`src/spm_consts.svh`:
```
`ifndef SPM_CONSTS_SVH
`define SPM_CONSTS_SVH
// Clock and derived millisecond count
`define SPM_CLK_HZ 200000000
`define SPM_MS_CYCLES (`SPM_CLK_HZ / 1000)
// Register byte offsets
`define SPM_OFF_ADDR 8'h00
`define SPM_OFF_BAUD_P2P 8'h04
`define SPM_OFF_BAUD_MD 8'h08
`define SPM_OFF_RTS_TMO 8'h0C
`define SPM_OFF_RSP_DLY 8'h10
`define SPM_OFF_OFF_DUTY 8'h14
`define SPM_OFF_STATUS 8'h18
`define SPM_OFF_EFFECT 8'h1C
// Parameter store word indices
`define SPM_IDX_ADDR 3'h0
`define SPM_IDX_BAUD_P2P 3'h1
`define SPM_IDX_BAUD_MD 3'h2
`define SPM_IDX_RTS_TMO 3'h3
`define SPM_IDX_RSP_DLY 3'h4
`define SPM_IDX_OFF_DUTY 3'h5
`define SPM_STORE_WORDS 6
// Reset and factory values
`define SPM_DEF_ADDR 7'h01
`define SPM_BAUD_9600 3'h0
`define SPM_RST_ADDR 16'h0001
`define SPM_RST_BAUD 16'h0000
`define SPM_RST_RTS_TMO 16'h0064
`define SPM_RST_RSP_DLY 16'h0000
`define SPM_RST_OFF_DUTY 16'h0000
// Defaults applied when a setting is zero (the off-duty one also under the default switch), and the full-scale percent
`define SPM_DEF_DLY_MS 16'h0007
`define SPM_DEF_OFF_PCT 7'h14
`define SPM_PCT_FULL 32'h00000064
// Mode switch positions
`define SPM_MODE_REMOTE 4'h0
`define SPM_MODE_FACTORY 4'h7
`define SPM_MODE_SLAVE3 4'h8
// Remote unit addresses
`define SPM_RIO_FIRST 3'h1
`define SPM_RIO_LAST 3'h6
// Hold indicator half period in ms
`define SPM_BLINK_MS 9'h0FA
// Status field positions
`define SPM_ST_ACTIVE 0
`define SPM_ST_REMOTE 1
`define SPM_ST_DEFSW 2
`define SPM_ST_FACTORY 3
`define SPM_ST_MON_LO 4
`define SPM_ST_MODE_LO 6
`endif

```
`src/spm_pkg.sv`:
```
package spm_pkg;
  typedef enum logic [1:0] {
    RSP_IDLE = 2'b00,
    RSP_DELAY = 2'b01,
    RSP_WAITCTS = 2'b11,
    RSP_SEND = 2'b10
  } spm_rsp_e;
  typedef logic [2:0] spm_baud_t;
endpackage

```
`src/spm_mode_select.sv`:
```
`timescale 1ns/1ps
`include "spm_consts.svh"
module spm_mode_select
  import spm_pkg::*;
#(
  parameter int unsigned MS_CYCLES = `SPM_MS_CYCLES
)
(
  input wire logic sys_clk,
  input wire logic rst,
  input wire logic [7:0] regAddr,
  input wire logic [15:0] regWrData,
  input wire logic regWrEn,
  input wire logic regRdEn,
  output logic [15:0] regRdData,
  input wire logic paramSwDefault,
  input wire logic [3:0] modeSw,
  input wire logic [2:0] rioBaudSw,
  input wire logic [2:0] frameRx,
  input wire logic [2:0] ctsIn,
  output logic [2:0] rtsOut,
  output logic [2:0] txGo,
  output logic [2:0] rspDrop,
  input wire logic [2:0] monStart,
  input wire logic [2:0] monEnd,
  output logic [2:0] monGrant,
  input wire logic cycleStart,
  input wire logic logicDone,
  output logic commWindow,
  input wire logic faultIn,
  input wire logic takeoverReq,
  output logic unitActive,
  output logic remoteMaster,
  input wire logic rioPollNext,
  output logic [2:0] rioPollAddr,
  output logic [6:0] slaveAddr,
  output spm_baud_t baudP2p,
  output spm_baud_t baudMdA,
  output spm_baud_t baudMdB,
  output logic holdBlink
);
  logic [15:0] storeRd;
  logic [6:0] progAddr;
  spm_baud_t progBaudP2p, progBaudMd;
  logic [15:0] rtsTimeoutMs, respDelayMs, delayMs;
  logic [6:0] offDutyPct, pct;
  logic storeWr, storeSel, factoryLoad;

  // Register access
  assign storeWr = regWrEn && (regAddr < `SPM_OFF_STATUS) && (regAddr[1:0] == 2'b00);
  assign storeSel = regRdEn && (regAddr < `SPM_OFF_STATUS) && (regAddr[1:0] == 2'b00);

  spm_param_store u_store (
    .sys_clk(sys_clk),
    .rst(rst),
    .wrEn(storeWr),
    .wrIdx(regAddr[4:2]),
    .wrData(regWrData),
    .factoryLoad(factoryLoad),
    .rdEn(storeSel),
    .rdIdx(regAddr[4:2]),
    .rdData(storeRd),
    .progAddr(progAddr),
    .progBaudP2p(progBaudP2p),
    .progBaudMd(progBaudMd),
    .rtsTimeoutMs(rtsTimeoutMs),
    .respDelayMs(respDelayMs),
    .offDutyPct(offDutyPct)
  );

  // Startup capture of the mode switch and factory restore
  logic started_r, started_nxt, factDone_r, factDone_nxt;
  logic [3:0] mode_r, mode_nxt;
  logic [17:0] msPre_r, msPre_nxt;
  logic [8:0] blinkCnt_r, blinkCnt_nxt;
  logic blink_r, blink_nxt;
  logic msTick;

  assign factoryLoad = !started_r && (modeSw == `SPM_MODE_FACTORY) && paramSwDefault;
  assign msTick = (msPre_r == 18'(MS_CYCLES - 1));

  always_comb
  begin
    started_nxt = 1'b1;
    mode_nxt = started_r ? mode_r : modeSw;
    factDone_nxt = factDone_r || factoryLoad;
    msPre_nxt = msTick ? 18'h00000 : msPre_r + 18'h00001;
    blinkCnt_nxt = blinkCnt_r;
    blink_nxt = blink_r;
    if (factDone_r && msTick)
    begin
      blinkCnt_nxt = blinkCnt_r + 9'h001;
      if (blinkCnt_r == `SPM_BLINK_MS - 9'h001)
      begin
        blinkCnt_nxt = 9'h000;
        blink_nxt = !blink_r;
      end
    end
  end

  always_ff @(posedge sys_clk or posedge rst)
  begin
    if (rst)
    begin
      started_r <= 1'b0;
      mode_r <= `SPM_MODE_SLAVE3;
      factDone_r <= 1'b0;
      msPre_r <= 18'h00000;
      blinkCnt_r <= 9'h000;
      blink_r <= 1'b0;
    end
    else
    begin
      started_r <= started_nxt;
      mode_r <= mode_nxt;
      factDone_r <= factDone_nxt;
      msPre_r <= msPre_nxt;
      blinkCnt_r <= blinkCnt_nxt;
      blink_r <= blink_nxt;
    end
  end

  assign holdBlink = blink_r;
  assign remoteMaster = started_r && (mode_r == `SPM_MODE_REMOTE);

  // Redundancy role, monitor lock and remote poll address
  logic active_r, active_nxt;
  logic [1:0] mon_r, mon_nxt;
  logic [2:0] poll_r, poll_nxt;

  always_comb
  begin
    if (active_r)
    begin
      active_nxt = !faultIn;
    end
    else
    begin
      active_nxt = takeoverReq && !faultIn;
    end
    mon_nxt = mon_r;
    if (mon_r == 2'h0)
    begin
      for (int i = 2; i >= 0; i--)
      begin
        if (monStart[i])
        begin
          mon_nxt = 2'(i + 1);
        end
      end
    end
    else if (monEnd[mon_r - 2'h1])
    begin
      mon_nxt = 2'h0;
    end
    poll_nxt = poll_r;
    if (rioPollNext && remoteMaster && active_r)
    begin
      poll_nxt = (poll_r == `SPM_RIO_LAST) ? `SPM_RIO_FIRST : poll_r + 3'h1;
    end
  end

  always_ff @(posedge sys_clk or posedge rst)
  begin
    if (rst)
    begin
      active_r <= 1'b0;
      mon_r <= 2'h0;
      poll_r <= `SPM_RIO_FIRST;
    end
    else
    begin
      active_r <= active_nxt;
      mon_r <= mon_nxt;
      poll_r <= poll_nxt;
    end
  end

  assign unitActive = active_r;
  assign rioPollAddr = poll_r;

  genvar gm;
  generate
    for (gm = 0; gm < 3; gm++)
    begin : g_mon
      assign monGrant[gm] = (mon_r == 2'(gm + 1));
    end
  endgenerate

  // Effective address and baud rates
  logic [6:0] addr_r, addr_nxt;
  spm_baud_t bP2p_r, bP2p_nxt, bA_r, bA_nxt, bB_r, bB_nxt;

  always_comb
  begin
    // Switch position selects the source live, so writes made under defaults
    // wait in the store and programmed writes act at once
    addr_nxt = paramSwDefault ? `SPM_DEF_ADDR : progAddr;
    bP2p_nxt = paramSwDefault ? `SPM_BAUD_9600 : progBaudP2p;
    bA_nxt = paramSwDefault ? `SPM_BAUD_9600 : progBaudMd;
    bB_nxt = remoteMaster ? rioBaudSw : bA_nxt;
  end

  always_ff @(posedge sys_clk or posedge rst)
  begin
    if (rst)
    begin
      addr_r <= `SPM_DEF_ADDR;
      bP2p_r <= `SPM_BAUD_9600;
      bA_r <= `SPM_BAUD_9600;
      bB_r <= `SPM_BAUD_9600;
    end
    else
    begin
      addr_r <= addr_nxt;
      bP2p_r <= bP2p_nxt;
      bA_r <= bA_nxt;
      bB_r <= bB_nxt;
    end
  end

  assign slaveAddr = addr_r;
  assign baudP2p = bP2p_r;
  assign baudMdA = bA_r;
  assign baudMdB = bB_r;

  // Off-duty window after each logic pass while the unit is active
  logic [23:0] cyc_r, cyc_nxt, last_r, last_nxt, off_r, off_nxt;
  logic [31:0] offProd;

  assign pct = (paramSwDefault || offDutyPct == 7'h00) ? `SPM_DEF_OFF_PCT : offDutyPct;
  assign offProd = (32'(last_r) * 32'(pct)) / `SPM_PCT_FULL;

  always_comb
  begin
    cyc_nxt = (cyc_r == 24'hFFFFFF) ? cyc_r : cyc_r + 24'h000001;
    last_nxt = last_r;
    if (cycleStart)
    begin
      cyc_nxt = 24'h000000;
      last_nxt = cyc_r;
    end
    off_nxt = (off_r != 24'h000000) ? off_r - 24'h000001 : off_r;
    if (logicDone && active_r)
    begin
      off_nxt = offProd[23:0];
    end
  end

  always_ff @(posedge sys_clk or posedge rst)
  begin
    if (rst)
    begin
      cyc_r <= 24'h000000;
      last_r <= 24'h000000;
      off_r <= 24'h000000;
    end
    else
    begin
      cyc_r <= cyc_nxt;
      last_r <= last_nxt;
      off_r <= off_nxt;
    end
  end

  assign commWindow = (off_r != 24'h000000);

  // Per-channel response sequencing
  assign delayMs = (respDelayMs == 16'h0000) ? `SPM_DEF_DLY_MS : respDelayMs;

  genvar gi;
  generate
    for (gi = 0; gi < 3; gi++)
    begin : g_ch
      spm_rsp_e st_r, st_nxt;
      logic tStart, tStop, tExp, slaveOk;
      logic [15:0] tLoad;

      // Third port is taken off slave duty in remote mode
      assign slaveOk = (gi != 2) || !remoteMaster;

      always_comb
      begin
        st_nxt = st_r;
        tStart = 1'b0;
        tLoad = delayMs;
        case (st_r)
          RSP_IDLE:
            if (frameRx[gi] && slaveOk && active_r)
            begin
              st_nxt = RSP_DELAY;
              tStart = 1'b1;
            end
          RSP_DELAY:
            if (tExp)
            begin
              st_nxt = RSP_WAITCTS;
              tStart = 1'b1;
              tLoad = rtsTimeoutMs;
            end
          RSP_WAITCTS:
            if (ctsIn[gi])
            begin
              st_nxt = RSP_SEND;
            end
            else if (tExp)
            begin
              st_nxt = RSP_IDLE;
            end
          RSP_SEND:
            st_nxt = RSP_IDLE;
          default:
            st_nxt = RSP_IDLE;
        endcase
      end

      always_ff @(posedge sys_clk or posedge rst)
      begin
        if (rst)
        begin
          st_r <= RSP_IDLE;
        end
        else
        begin
          st_r <= st_nxt;
        end
      end

      assign tStop = (st_r == RSP_WAITCTS) && ctsIn[gi];

      spm_timer #(.MS_CYCLES(MS_CYCLES)) u_tmr (
        .sys_clk(sys_clk),
        .rst(rst),
        .start(tStart),
        .stop(tStop),
        .loadMs(tLoad),
        .expired(tExp)
      );

      assign rtsOut[gi] = (st_r == RSP_WAITCTS);
      assign txGo[gi] = (st_r == RSP_SEND);
      assign rspDrop[gi] = (st_r == RSP_WAITCTS) && !ctsIn[gi] && tExp;
    end
  endgenerate

  // Status readback
  logic [15:0] stRd_r, stRd_nxt;
  logic selStore_r;

  always_comb
  begin
    stRd_nxt = 16'h0000;
    if (regRdEn && regAddr == `SPM_OFF_STATUS)
    begin
      stRd_nxt[`SPM_ST_ACTIVE] = active_r;
      stRd_nxt[`SPM_ST_REMOTE] = remoteMaster;
      stRd_nxt[`SPM_ST_DEFSW] = paramSwDefault;
      stRd_nxt[`SPM_ST_FACTORY] = factDone_r;
      stRd_nxt[`SPM_ST_MON_LO +: 2] = mon_r;
      stRd_nxt[`SPM_ST_MODE_LO +: 4] = mode_r;
    end
    else if (regRdEn && regAddr == `SPM_OFF_EFFECT)
    begin
      stRd_nxt = {bB_r, bA_r, bP2p_r, addr_r};
    end
  end

  always_ff @(posedge sys_clk or posedge rst)
  begin
    if (rst)
    begin
      stRd_r <= 16'h0000;
      selStore_r <= 1'b0;
    end
    else
    begin
      stRd_r <= stRd_nxt;
      selStore_r <= storeSel;
    end
  end

  assign regRdData = selStore_r ? storeRd : stRd_r;
endmodule

```
`src/spm_timer.sv`:
```
`timescale 1ns/1ps
`include "spm_consts.svh"
module spm_timer
  import spm_pkg::*;
#(
  parameter int unsigned MS_CYCLES = `SPM_MS_CYCLES
)
(
  input wire logic sys_clk,
  input wire logic rst,
  input wire logic start,
  input wire logic stop,
  input wire logic [15:0] loadMs,
  output logic expired
);
  localparam logic [17:0] PRE_LAST = 18'(MS_CYCLES - 1);
  logic run_r, run_nxt;
  logic [17:0] pre_r, pre_nxt;
  logic [15:0] left_r, left_nxt;
  logic msDone;

  assign msDone = run_r && (pre_r == PRE_LAST);
  assign expired = msDone && (left_r <= 16'h0001);

  always_comb
  begin
    run_nxt = run_r;
    pre_nxt = pre_r;
    left_nxt = left_r;
    if (start)
    begin
      // Prescaler restarts so the first millisecond is whole
      run_nxt = 1'b1;
      pre_nxt = 18'h00000;
      left_nxt = loadMs;
    end
    else if (stop || expired)
    begin
      run_nxt = 1'b0;
    end
    else if (run_r)
    begin
      pre_nxt = msDone ? 18'h00000 : pre_r + 18'h00001;
      if (msDone)
      begin
        left_nxt = left_r - 16'h0001;
      end
    end
  end

  always_ff @(posedge sys_clk or posedge rst)
  begin
    if (rst)
    begin
      run_r <= 1'b0;
      pre_r <= 18'h00000;
      left_r <= 16'h0000;
    end
    else
    begin
      run_r <= run_nxt;
      pre_r <= pre_nxt;
      left_r <= left_nxt;
    end
  end
endmodule

```
`src/spm_param_store.sv`:
```
`timescale 1ns/1ps
`include "spm_consts.svh"
module spm_param_store
  import spm_pkg::*;
(
  input wire logic sys_clk,
  input wire logic rst,
  input wire logic wrEn,
  input wire logic [2:0] wrIdx,
  input wire logic [15:0] wrData,
  input wire logic factoryLoad,
  input wire logic rdEn,
  input wire logic [2:0] rdIdx,
  output logic [15:0] rdData,
  output logic [6:0] progAddr,
  output spm_baud_t progBaudP2p,
  output spm_baud_t progBaudMd,
  output logic [15:0] rtsTimeoutMs,
  output logic [15:0] respDelayMs,
  output logic [6:0] offDutyPct
);
  logic [15:0] mem_r [`SPM_STORE_WORDS];
  logic [15:0] mem_nxt [`SPM_STORE_WORDS];
  logic [15:0] rd_r, rd_nxt;

  function automatic logic [15:0] resetWord(input int idx);
    case (idx)
      0: resetWord = `SPM_RST_ADDR;
      1: resetWord = `SPM_RST_BAUD;
      2: resetWord = `SPM_RST_BAUD;
      3: resetWord = `SPM_RST_RTS_TMO;
      4: resetWord = `SPM_RST_RSP_DLY;
      default: resetWord = `SPM_RST_OFF_DUTY;
    endcase
  endfunction

  genvar gi;
  generate
    for (gi = 0; gi < `SPM_STORE_WORDS; gi++)
    begin : g_word
      always_comb
      begin
        mem_nxt[gi] = mem_r[gi];
        if (factoryLoad)
        begin
          mem_nxt[gi] = resetWord(gi);
        end
        else if (wrEn && (wrIdx == 3'(gi)))
        begin
          mem_nxt[gi] = wrData;
        end
      end

      always_ff @(posedge sys_clk or posedge rst)
      begin
        if (rst)
        begin
          mem_r[gi] <= resetWord(gi);
        end
        else
        begin
          mem_r[gi] <= mem_nxt[gi];
        end
      end
    end
  endgenerate

  always_comb
  begin
    rd_nxt = 16'h0000;
    if (rdEn && (rdIdx < 3'(`SPM_STORE_WORDS)))
    begin
      rd_nxt = mem_r[rdIdx];
    end
  end

  always_ff @(posedge sys_clk or posedge rst)
  begin
    if (rst)
    begin
      rd_r <= 16'h0000;
    end
    else
    begin
      rd_r <= rd_nxt;
    end
  end

  assign rdData = rd_r;
  assign progAddr = mem_r[`SPM_IDX_ADDR][6:0];
  assign progBaudP2p = mem_r[`SPM_IDX_BAUD_P2P][2:0];
  assign progBaudMd = mem_r[`SPM_IDX_BAUD_MD][2:0];
  assign rtsTimeoutMs = mem_r[`SPM_IDX_RTS_TMO];
  assign respDelayMs = mem_r[`SPM_IDX_RSP_DLY];
  assign offDutyPct = mem_r[`SPM_IDX_OFF_DUTY][6:0];
endmodule

```
`config.mk`:
```
export PLATFORM = sky130hd
export DESIGN_NAME = spm_mode_select
export DESIGN_NICKNAME = d
export VERILOG_FILES = /design/src/spm_pkg.sv /design/src/spm_mode_select.sv /design/src/spm_timer.sv /design/src/spm_param_store.sv
export VERILOG_INCLUDE_DIRS = /design/src
export SDC_FILE = /design/constraint.sdc
export NUM_CORES = 2
export LEC_CHECK = 0
export BUFFER_PORTS_ARGS = -buffer_cell sky130_fd_sc_hd__buf_2
export CAP_MARGIN = 10
export CELL_PAD_IN_SITES_DETAIL_PLACEMENT = 1
export CELL_PAD_IN_SITES_GLOBAL_PLACEMENT = 2
export CORE_MARGIN = 1
export CORE_UTILIZATION = 25
export DETAILED_ROUTE_END_ITERATION = 8
export GPL_ROUTABILITY_DRIVEN = 1
export MAX_ROUTING_LAYER = met4
export PLACE_DENSITY_LB_ADDON = 0.1
export SLEW_MARGIN = 20
export SYNTH_ARGS = -nofsm -noshare
export SYNTH_HDL_FRONTEND = slang
export SYNTH_HIERARCHICAL = 1
export SYNTH_SLANG_ARGS = --single-unit
```
`constraint.sdc`:
```
create_clock -name sys_clk -period 44.9 [get_ports sys_clk]
set_input_delay 4.49 -clock sys_clk [delete_from_list [all_inputs] [get_ports sys_clk]]
set_output_delay 4.49 -clock sys_clk [all_outputs]
set_load 0.02 [all_outputs]
```
Word level (Yosys, flattened, before mapping)
Cells that the tools add are included.
W data, S select, Z words.

storage, ports and cells
  output and inout port bits = 51
  bits of input ports = 53
  bits in registers = 368

operators by class
  magnitude comparators = 7
  reductions and logical operators = 90
  muxes and demuxes = 101
  $add $sub $neg = 12
  equality and inequality tests = 41
  bitwise operators = 1
  div/mod/pow operators = 1
  multipliers = 1

operator list
  kind                     number
  $mux W16                 36
  $mux W18                 13
  $mux W24                 4
  $add A18 B1 Y18 const B  4
  $eq A18 B18 Y1 const B   4
  $bmux W16 S3             1
  $le A16 B1 Y1 const B    3
  $sub A16 B1 Y16 const B  3
  $logic_and A1 B1 Y1      40
  $mux W2                  17
  $reduce_bool A2 Y1       17
  $div A31 B7 Y32 const B  1
  $mul A24 B7 Y31          1
  $add A24 B1 Y24 const B  1
  $eq A24 B24 Y1 const B   1
  $pmux W2 S4              3
  $reduce_bool A24 Y1      1
  $sub A24 B1 Y24 const B  1
  $ne A2 B2 Y1 const B     10
  $reduce_and A3 Y1        6
  $eq A2 B2 Y1 const B     8
  $eq A8 B5 Y1 const B     2
  $logic_not A16 Y1        1
  $mux W1                  14
  other kinds (30)         62

Depth between registers and ports, before layout
  depth after elaboration = 9
  depth in mapped cells = 84
  depth with buffers taken out = 70

Cells and area by module
Netlist, hierarchy kept.

modules (own cells, without submodules)
  module                          instances  cells each  area each (µm²)  sequential area each (µm²)
  spm_mode_select                 1          2185        18854.3          3782.4
  spm_param_store                 1          579         5517.8           2807.7
  spm_timer at g_ch[0].u_tmr ...  2          245         2249.7           875.8
  spm_timer at g_ch[2].u_tmr      1          243         2215.9           875.8

Worst setup path after synthesis
No wires, ideal clock.

  path kind = input -> register
  from = input port paramSwDefault
  to = register off_r[0]
  arrival = 23.014 ns
  stages = 73
  path slack = 21.753 ns
  data required time = 44.768 ns
  cell sequence = clkbuf_1 > nor2_1 > o21ai_0 > clkbuf_1 > nand2_1 > fa_1 > inv_1 > fa_1 > inv_1 > fa_1 > fa_1 > inv_1 > ha_1 > buf_2 > a21oi_1 > o2111ai_2 > and3_1 > a2111o_1 > (+37 left out) > or4_1 > o221ai_2 > nand3b_1 > o2111a_1 > or3_4 > nand2_1 > o21ai_0 > mux2i_2 > a31oi_1 > o21ai_2 > and2_4 > mux2_4 > a222oi_1 > o21ai_2 > nand2_1 > mux2_2 > a221oi_1 > o41ai_2

between the ends
  word-level cells in the longest chain between the ends = 5

RTL lines
  what                              line                    text
  from (decl)                       spm_mode_select.sv:16   input wire logic paramSwDefault,
  $logic_or A1 B1 Y1                spm_mode_select.sv:231  assign pct = (paramSwDefault || offDutyPct == 7'h00) ? `SPM_DEF_OFF_PCT : offDutyPct;
  $mux W7                           spm_mode_select.sv:231
  $mul A24 B7 Y31                   spm_mode_select.sv:232  assign offProd = (32'(last_r) * 32'(pct)) / `SPM_PCT_FULL;
  $div A31 B7 Y32 (no source line)  n/a
  $mux W24                          spm_mode_select.sv:244  if (logicDone && active_r)
  to (signal assigned)              spm_mode_select.sv:262  off_r <= off_nxt;
  to (decl)                         spm_mode_select.sv:228  logic [23:0] cyc_r, cyc_nxt, last_r, last_nxt, off_r, off_nxt;

No other way between the ends.
A chain may end at the register's enable or synchronous reset.

Worst setup path in the final report
Same ends and word-level chain as after synthesis.

==> out/qor_table.md <==
| Metric | This run | Unit |
|:---|:---|:---|
| Die Footprint | 125800 | um^2 |
| Number of global-route vias before repair | 28780 | - |
| Row count | 129 | - |
| Depth of the critical timing path with buffers and inverters included | 70 | - |
| Overall power of the completed layout | 959.0 | uW |
| Floorplan Core Area | 123500 | um^2 |
| End of the critical path | off_r[0] | - |
| Routed via count divided by cell count | 5.160 | - |
| Start point of the critical path | paramSwDefault | - |
| Initial antenna violation count | 1 | - |
| Final setup TNS | 0 | ps |
| Worst-case register-to-register setup slack | 21660 | ps |
| Remaining routing DRC violations | 0 | - |
| Crit path largest cell delay | 880 | ps |
| EDFF count, synth | 0 | - |
| Antenna Nets Post-Route | 0 | - |
| Number of input and output port buffers inserted | 103 | - |
| Floorplan die height | 354.6 | um |
| Power density cells | 27.79 | nW/um^2 |
| Worst flop-to-flop path endpoint | off_r[0] | - |
| Number of nets in the final layout | 3714 | - |
| F_max | 0.03731 | GHz |
| Final setup viols | 0 | - |
| Logic depth of the worst register-to-register path | 70 | - |
| Total of fill cells in the finished design | 14330 | - |
| Most prevalent standard cell on the critical path | sky130_fd_sc_hd__fa_1 | - |
| Worst path setup slack after routing | 18090 | ps |
| Post-CTS Hold Fix Bufs | 0 | - |
| CTS root buf | sky130_fd_sc_hd__clkbuf_16 | - |
| Detailed-route wire length | 107.9 | mm |
| Number of max-capacitance violations reported | 0 | - |
| Number of vias after detailed routing | 26630 | - |
| Clock sink total | 368 | - |
| Total of flip-flops plus latches after synthesis | 368 | - |
| Layout overhead on the synthesized area | 11.00 | % |
| Post-route clock period utilization | 0.5970 | - |
| Data arrival time of the critical path | 27300 | ps |
| Post-synthesis instance area | 31090 | um^2 |
| FFs w/ async S/R, synth | 1.000 | - |
| Clock tree from TritonCTS | yes | - |
| R2R Path Start | u_store/offDutyPct[1] | - |
| Remaining max-slew budget at the tightest pin | 0.2844 | - |
| Final-report hold violation count | 0 | - |
| Routability-driven placement congestion ratio | 0.8252 | - |
| Category of the worst setup path launch point | input port | - |
| First-pass GRT wire length | 172.6 | mm |
| Classification of the worst-slack hold path | register to register | - |
| Global-route usage over all layers | 0.1764 | - |
| Post-CTS setup buffers | 0 | - |
| Post-Syn Instances | 3497 | - |
| Worst hold slack | 482.0 | ps |
| Count of different cell masters after synthesis | 156 | - |
| Pre-antenna DRT Iters | 5 | - |
| Primary FF master, synth | sky130_fd_sc_hd__dfrtp_1 | - |
| Required time of the worst setup path | 45390 | ps |
| Post-detailed-placement half-perimeter wirelength | 81.03 | mm |
| Buffering stage count on the worst path with inverters included | 5 | - |
| Highest ir drop seen on vdd | 27.09 | uV |
| Critical path capture point type | register | - |
| Share of final-layout standard cells stronger than drive strength 1 | 0.1545 | - |
| Family of cells with the greatest summed delay on the critical path | compound AO/OA/AOI/OAI gates | - |
| Share of the yosys chip area belonging to registers | 0.2965 | - |
| Gates resized, CTS repair | 0 | - |
| Final clock skew | 46.54 | ps |
| I/O Pins | 104 | - |
| Time the final worst path needs with I/O delays and setup | 26810 | ps |
| Initial cell density of the core | 0.2518 | - |
| Library cell contributing the largest single delay on the critical path | sky130_fd_sc_hd__a222oi_1 | - |
| Congestion Overflow GR | 0 | - |
| Worst-path clk slew | 60 | ps |
| Maximum number of pins on one net before global-route repair | 78 | - |
| Routed length per placed instance | 20.91 | um |
| Total of warnings raised by yosys | 6 | - |
| Result of the run | complete, no violations | - |
| Net count of the mapped netlist | 3726 | - |
| Pins Over Slew Limit | 0 | - |
| Total leakage power | 0.01481 | uW |
| Post-synthesis area per instance | 8.890 | um^2 |
| Pre-CTS WS | 17590 | ps |
| Worst slew pin tran | 1067 | ps |
| RSZ-0062 raised after global routing | false | - |
| Maximum fanout along the worst path | 24 | - |
| TritonCTS Buffers | 49 | - |
| Deepest clock path buffer count | 3 | - |
| WS Path Type | input port to register | - |
| Drt first-iter violations | 1345 | - |
| Horizontal die dimension | 354.6 | um |
| Insertion delay of the later-clocked pin in the worst-skew pair | 640 | ps |
| Number of H-tree branching levels | 2 | - |
-- state kept, by name, indices dropped and copies added, names as in the netlist, 4 cells and up --
name / flops
u_store/offDutyPct: 7
g_ch.u_tmr/left_r: 48
stRd_r: 16
u_store/respDelayMs: 16
u_store/rdData: 16
msPre_r: 18
cyc_r: 24
slaveAddr: 7
g_ch.u_tmr/pre_r: 54
last_r: 24
off_r: 24
mode_r: 4
u_store/mem_r: 44
blinkCnt_r: 9
u_store/rtsTimeoutMs: 16
u_store/progAddr: 7
g_ch.st_r: 6
-- worst register-to-register path, delay by kind of cell (launching register included) --
kind / cells / cell delay, ps
compound gates: 35 / 10840
mux: 5 / 2060
flops: 1 / 420
buf+inv: 4 / 480
fa+ha+maj: 5 / 2490
simple gates: 21 / 6810
-- layer usage --
layer / vias up / global-route usage / wire (um)
li1: 12580 / - / -
met1: 13690 / 0.2227 / 48560
met2: 281 / 0.3074 / 55230
met3: 80 / 0.01563 / 2521
met4: 0 / 0.03276 / 1578
met5: - / - / 0
-- cells in the mapped netlist, drive strengths merged (16+ instances only) --
library cell / instances / share of area
or4: 33 / 0.0089
a21oi: 237 / 0.040
a211oi: 33 / 0.010
fa: 109 / 0.070
nand2b: 28 / 0.0056
nand3b: 20 / 0.0048
a22oi: 33 / 0.0083
or2: 18 / 0.0036
o31a: 16 / 0.0045
nand3: 88 / 0.015
or3: 39 / 0.0085
nand2: 432 / 0.052
xor2: 56 / 0.017
and2: 144 / 0.029
mux2i: 39 / 0.013
nor3: 86 / 0.016
o21ai: 148 / 0.024
o21a: 17 / 0.0041
nand4: 50 / 0.011
a21o: 27 / 0.0068
xnor2: 89 / 0.027
o211ai: 31 / 0.0084
and3: 62 / 0.013
nor2b: 42 / 0.0085
a31oi: 57 / 0.012
mux4: 16 / 0.012
nor4: 57 / 0.013
o31ai: 30 / 0.0074
mux2: 119 / 0.044
inv: 152 / 0.019
clkbuf: 91 / 0.011
buf: 116 / 0.025
nor2: 260 / 0.032
a211o: 24 / 0.0070
ha: 67 / 0.027
dfrtp: 361 / 0.29
-- worst min path at each step --
stage	from	to	slack, ps	cells past startpoint
3_3_place_gp	blinkCnt_r[8]	blinkCnt_r[8]	460	1
5_1_grt	blinkCnt_r[8]	blinkCnt_r[8]	500	1
6_report	blinkCnt_r[8]	blinkCnt_r[8]	480	1
2_1_floorplan	blinkCnt_r[8]	blinkCnt_r[8]	440	1
3_5_place_dp	baudMdB[1]	stRd_r[14]	470	1
4_1_cts	blinkCnt_r[8]	blinkCnt_r[8]	480	1
-- final cells by class --
type	instances	area (um^2)	share of cell area
multi-input cells	2769	20240	0.5864
flip-flops and latches	368	9218	0.2671
well taps	1637	2048	0.05936
clock buffers	71	1369	0.03967
repair buffers	144	823.3	0.02386
inverters	153	586.8	0.01701
clock inverters	15	219.0	0.006345
diodes	3	7.507	0.0002176
-- cells in the final DEF, fill, tap and decap left out, types with 41 or more instances in the layout --
cell type                   count
sky130_fd_sc_hd__buf_2        103
sky130_fd_sc_hd__and3_1        61
sky130_fd_sc_hd__and2_1       140
sky130_fd_sc_hd__buf_4         41
sky130_fd_sc_hd__mux2_2       113
sky130_fd_sc_hd__inv_1        146
sky130_fd_sc_hd__clkbuf_16     49
sky130_fd_sc_hd__xnor2_1       80
sky130_fd_sc_hd__dfrtp_1      361
sky130_fd_sc_hd__nor2b_1       42
sky130_fd_sc_hd__nor4_1        51
sky130_fd_sc_hd__nor2_1       257
sky130_fd_sc_hd__nand3_1       84
sky130_fd_sc_hd__a31oi_1       56
sky130_fd_sc_hd__a21oi_1      228
sky130_fd_sc_hd__xor2_1        53
sky130_fd_sc_hd__nand2_1      431
sky130_fd_sc_hd__nor3_1        77
sky130_fd_sc_hd__ha_1          67
sky130_fd_sc_hd__nand4_1       48
sky130_fd_sc_hd__o21ai_0      107
sky130_fd_sc_hd__fa_1         109
-- through the flow --
stage	cell area (um^2)	utilization	cells
global route	34500	0.2794	5157
floorplan	31090	-	3497
finish	34510	0.2795	5160
CTS	34480	0.2793	5157
global placement	32870	0.2662	5071
detailed placement	32900	0.2664	5071
-- kinds of logic (layout without fill, tap and decap cells) --
kind of cell | Yosys count | count (layout) | share of synthesized area
adder cells (fa/ha/maj) | 177 | 177 | 0.09748
buffers and inverters | 360 | 383 | 0.05498
multiplexers | 174 | 174 | 0.06798
flip-flops | 368 | 368 | 0.2965
AO/OA/AOI/OAI | 863 | 863 | 0.2040
AND/OR/NAND/NOR | 1409 | 1409 | 0.2358
other | 1 | 4 | 0.0001206
XOR/XNOR | 145 | 145 | 0.04315
-- power by group --
part | switching, uW | internal [uW] | leakage (uW)
Combinational | 94.1 | 62.9 | 0.00912
Sequential | 43.4 | 365 | 0.00492
Clock | 163 | 230 | 0.000776
Total | 301 | 658 | 0.0148
Note: power is estimated with default switching activity, not from simulation.
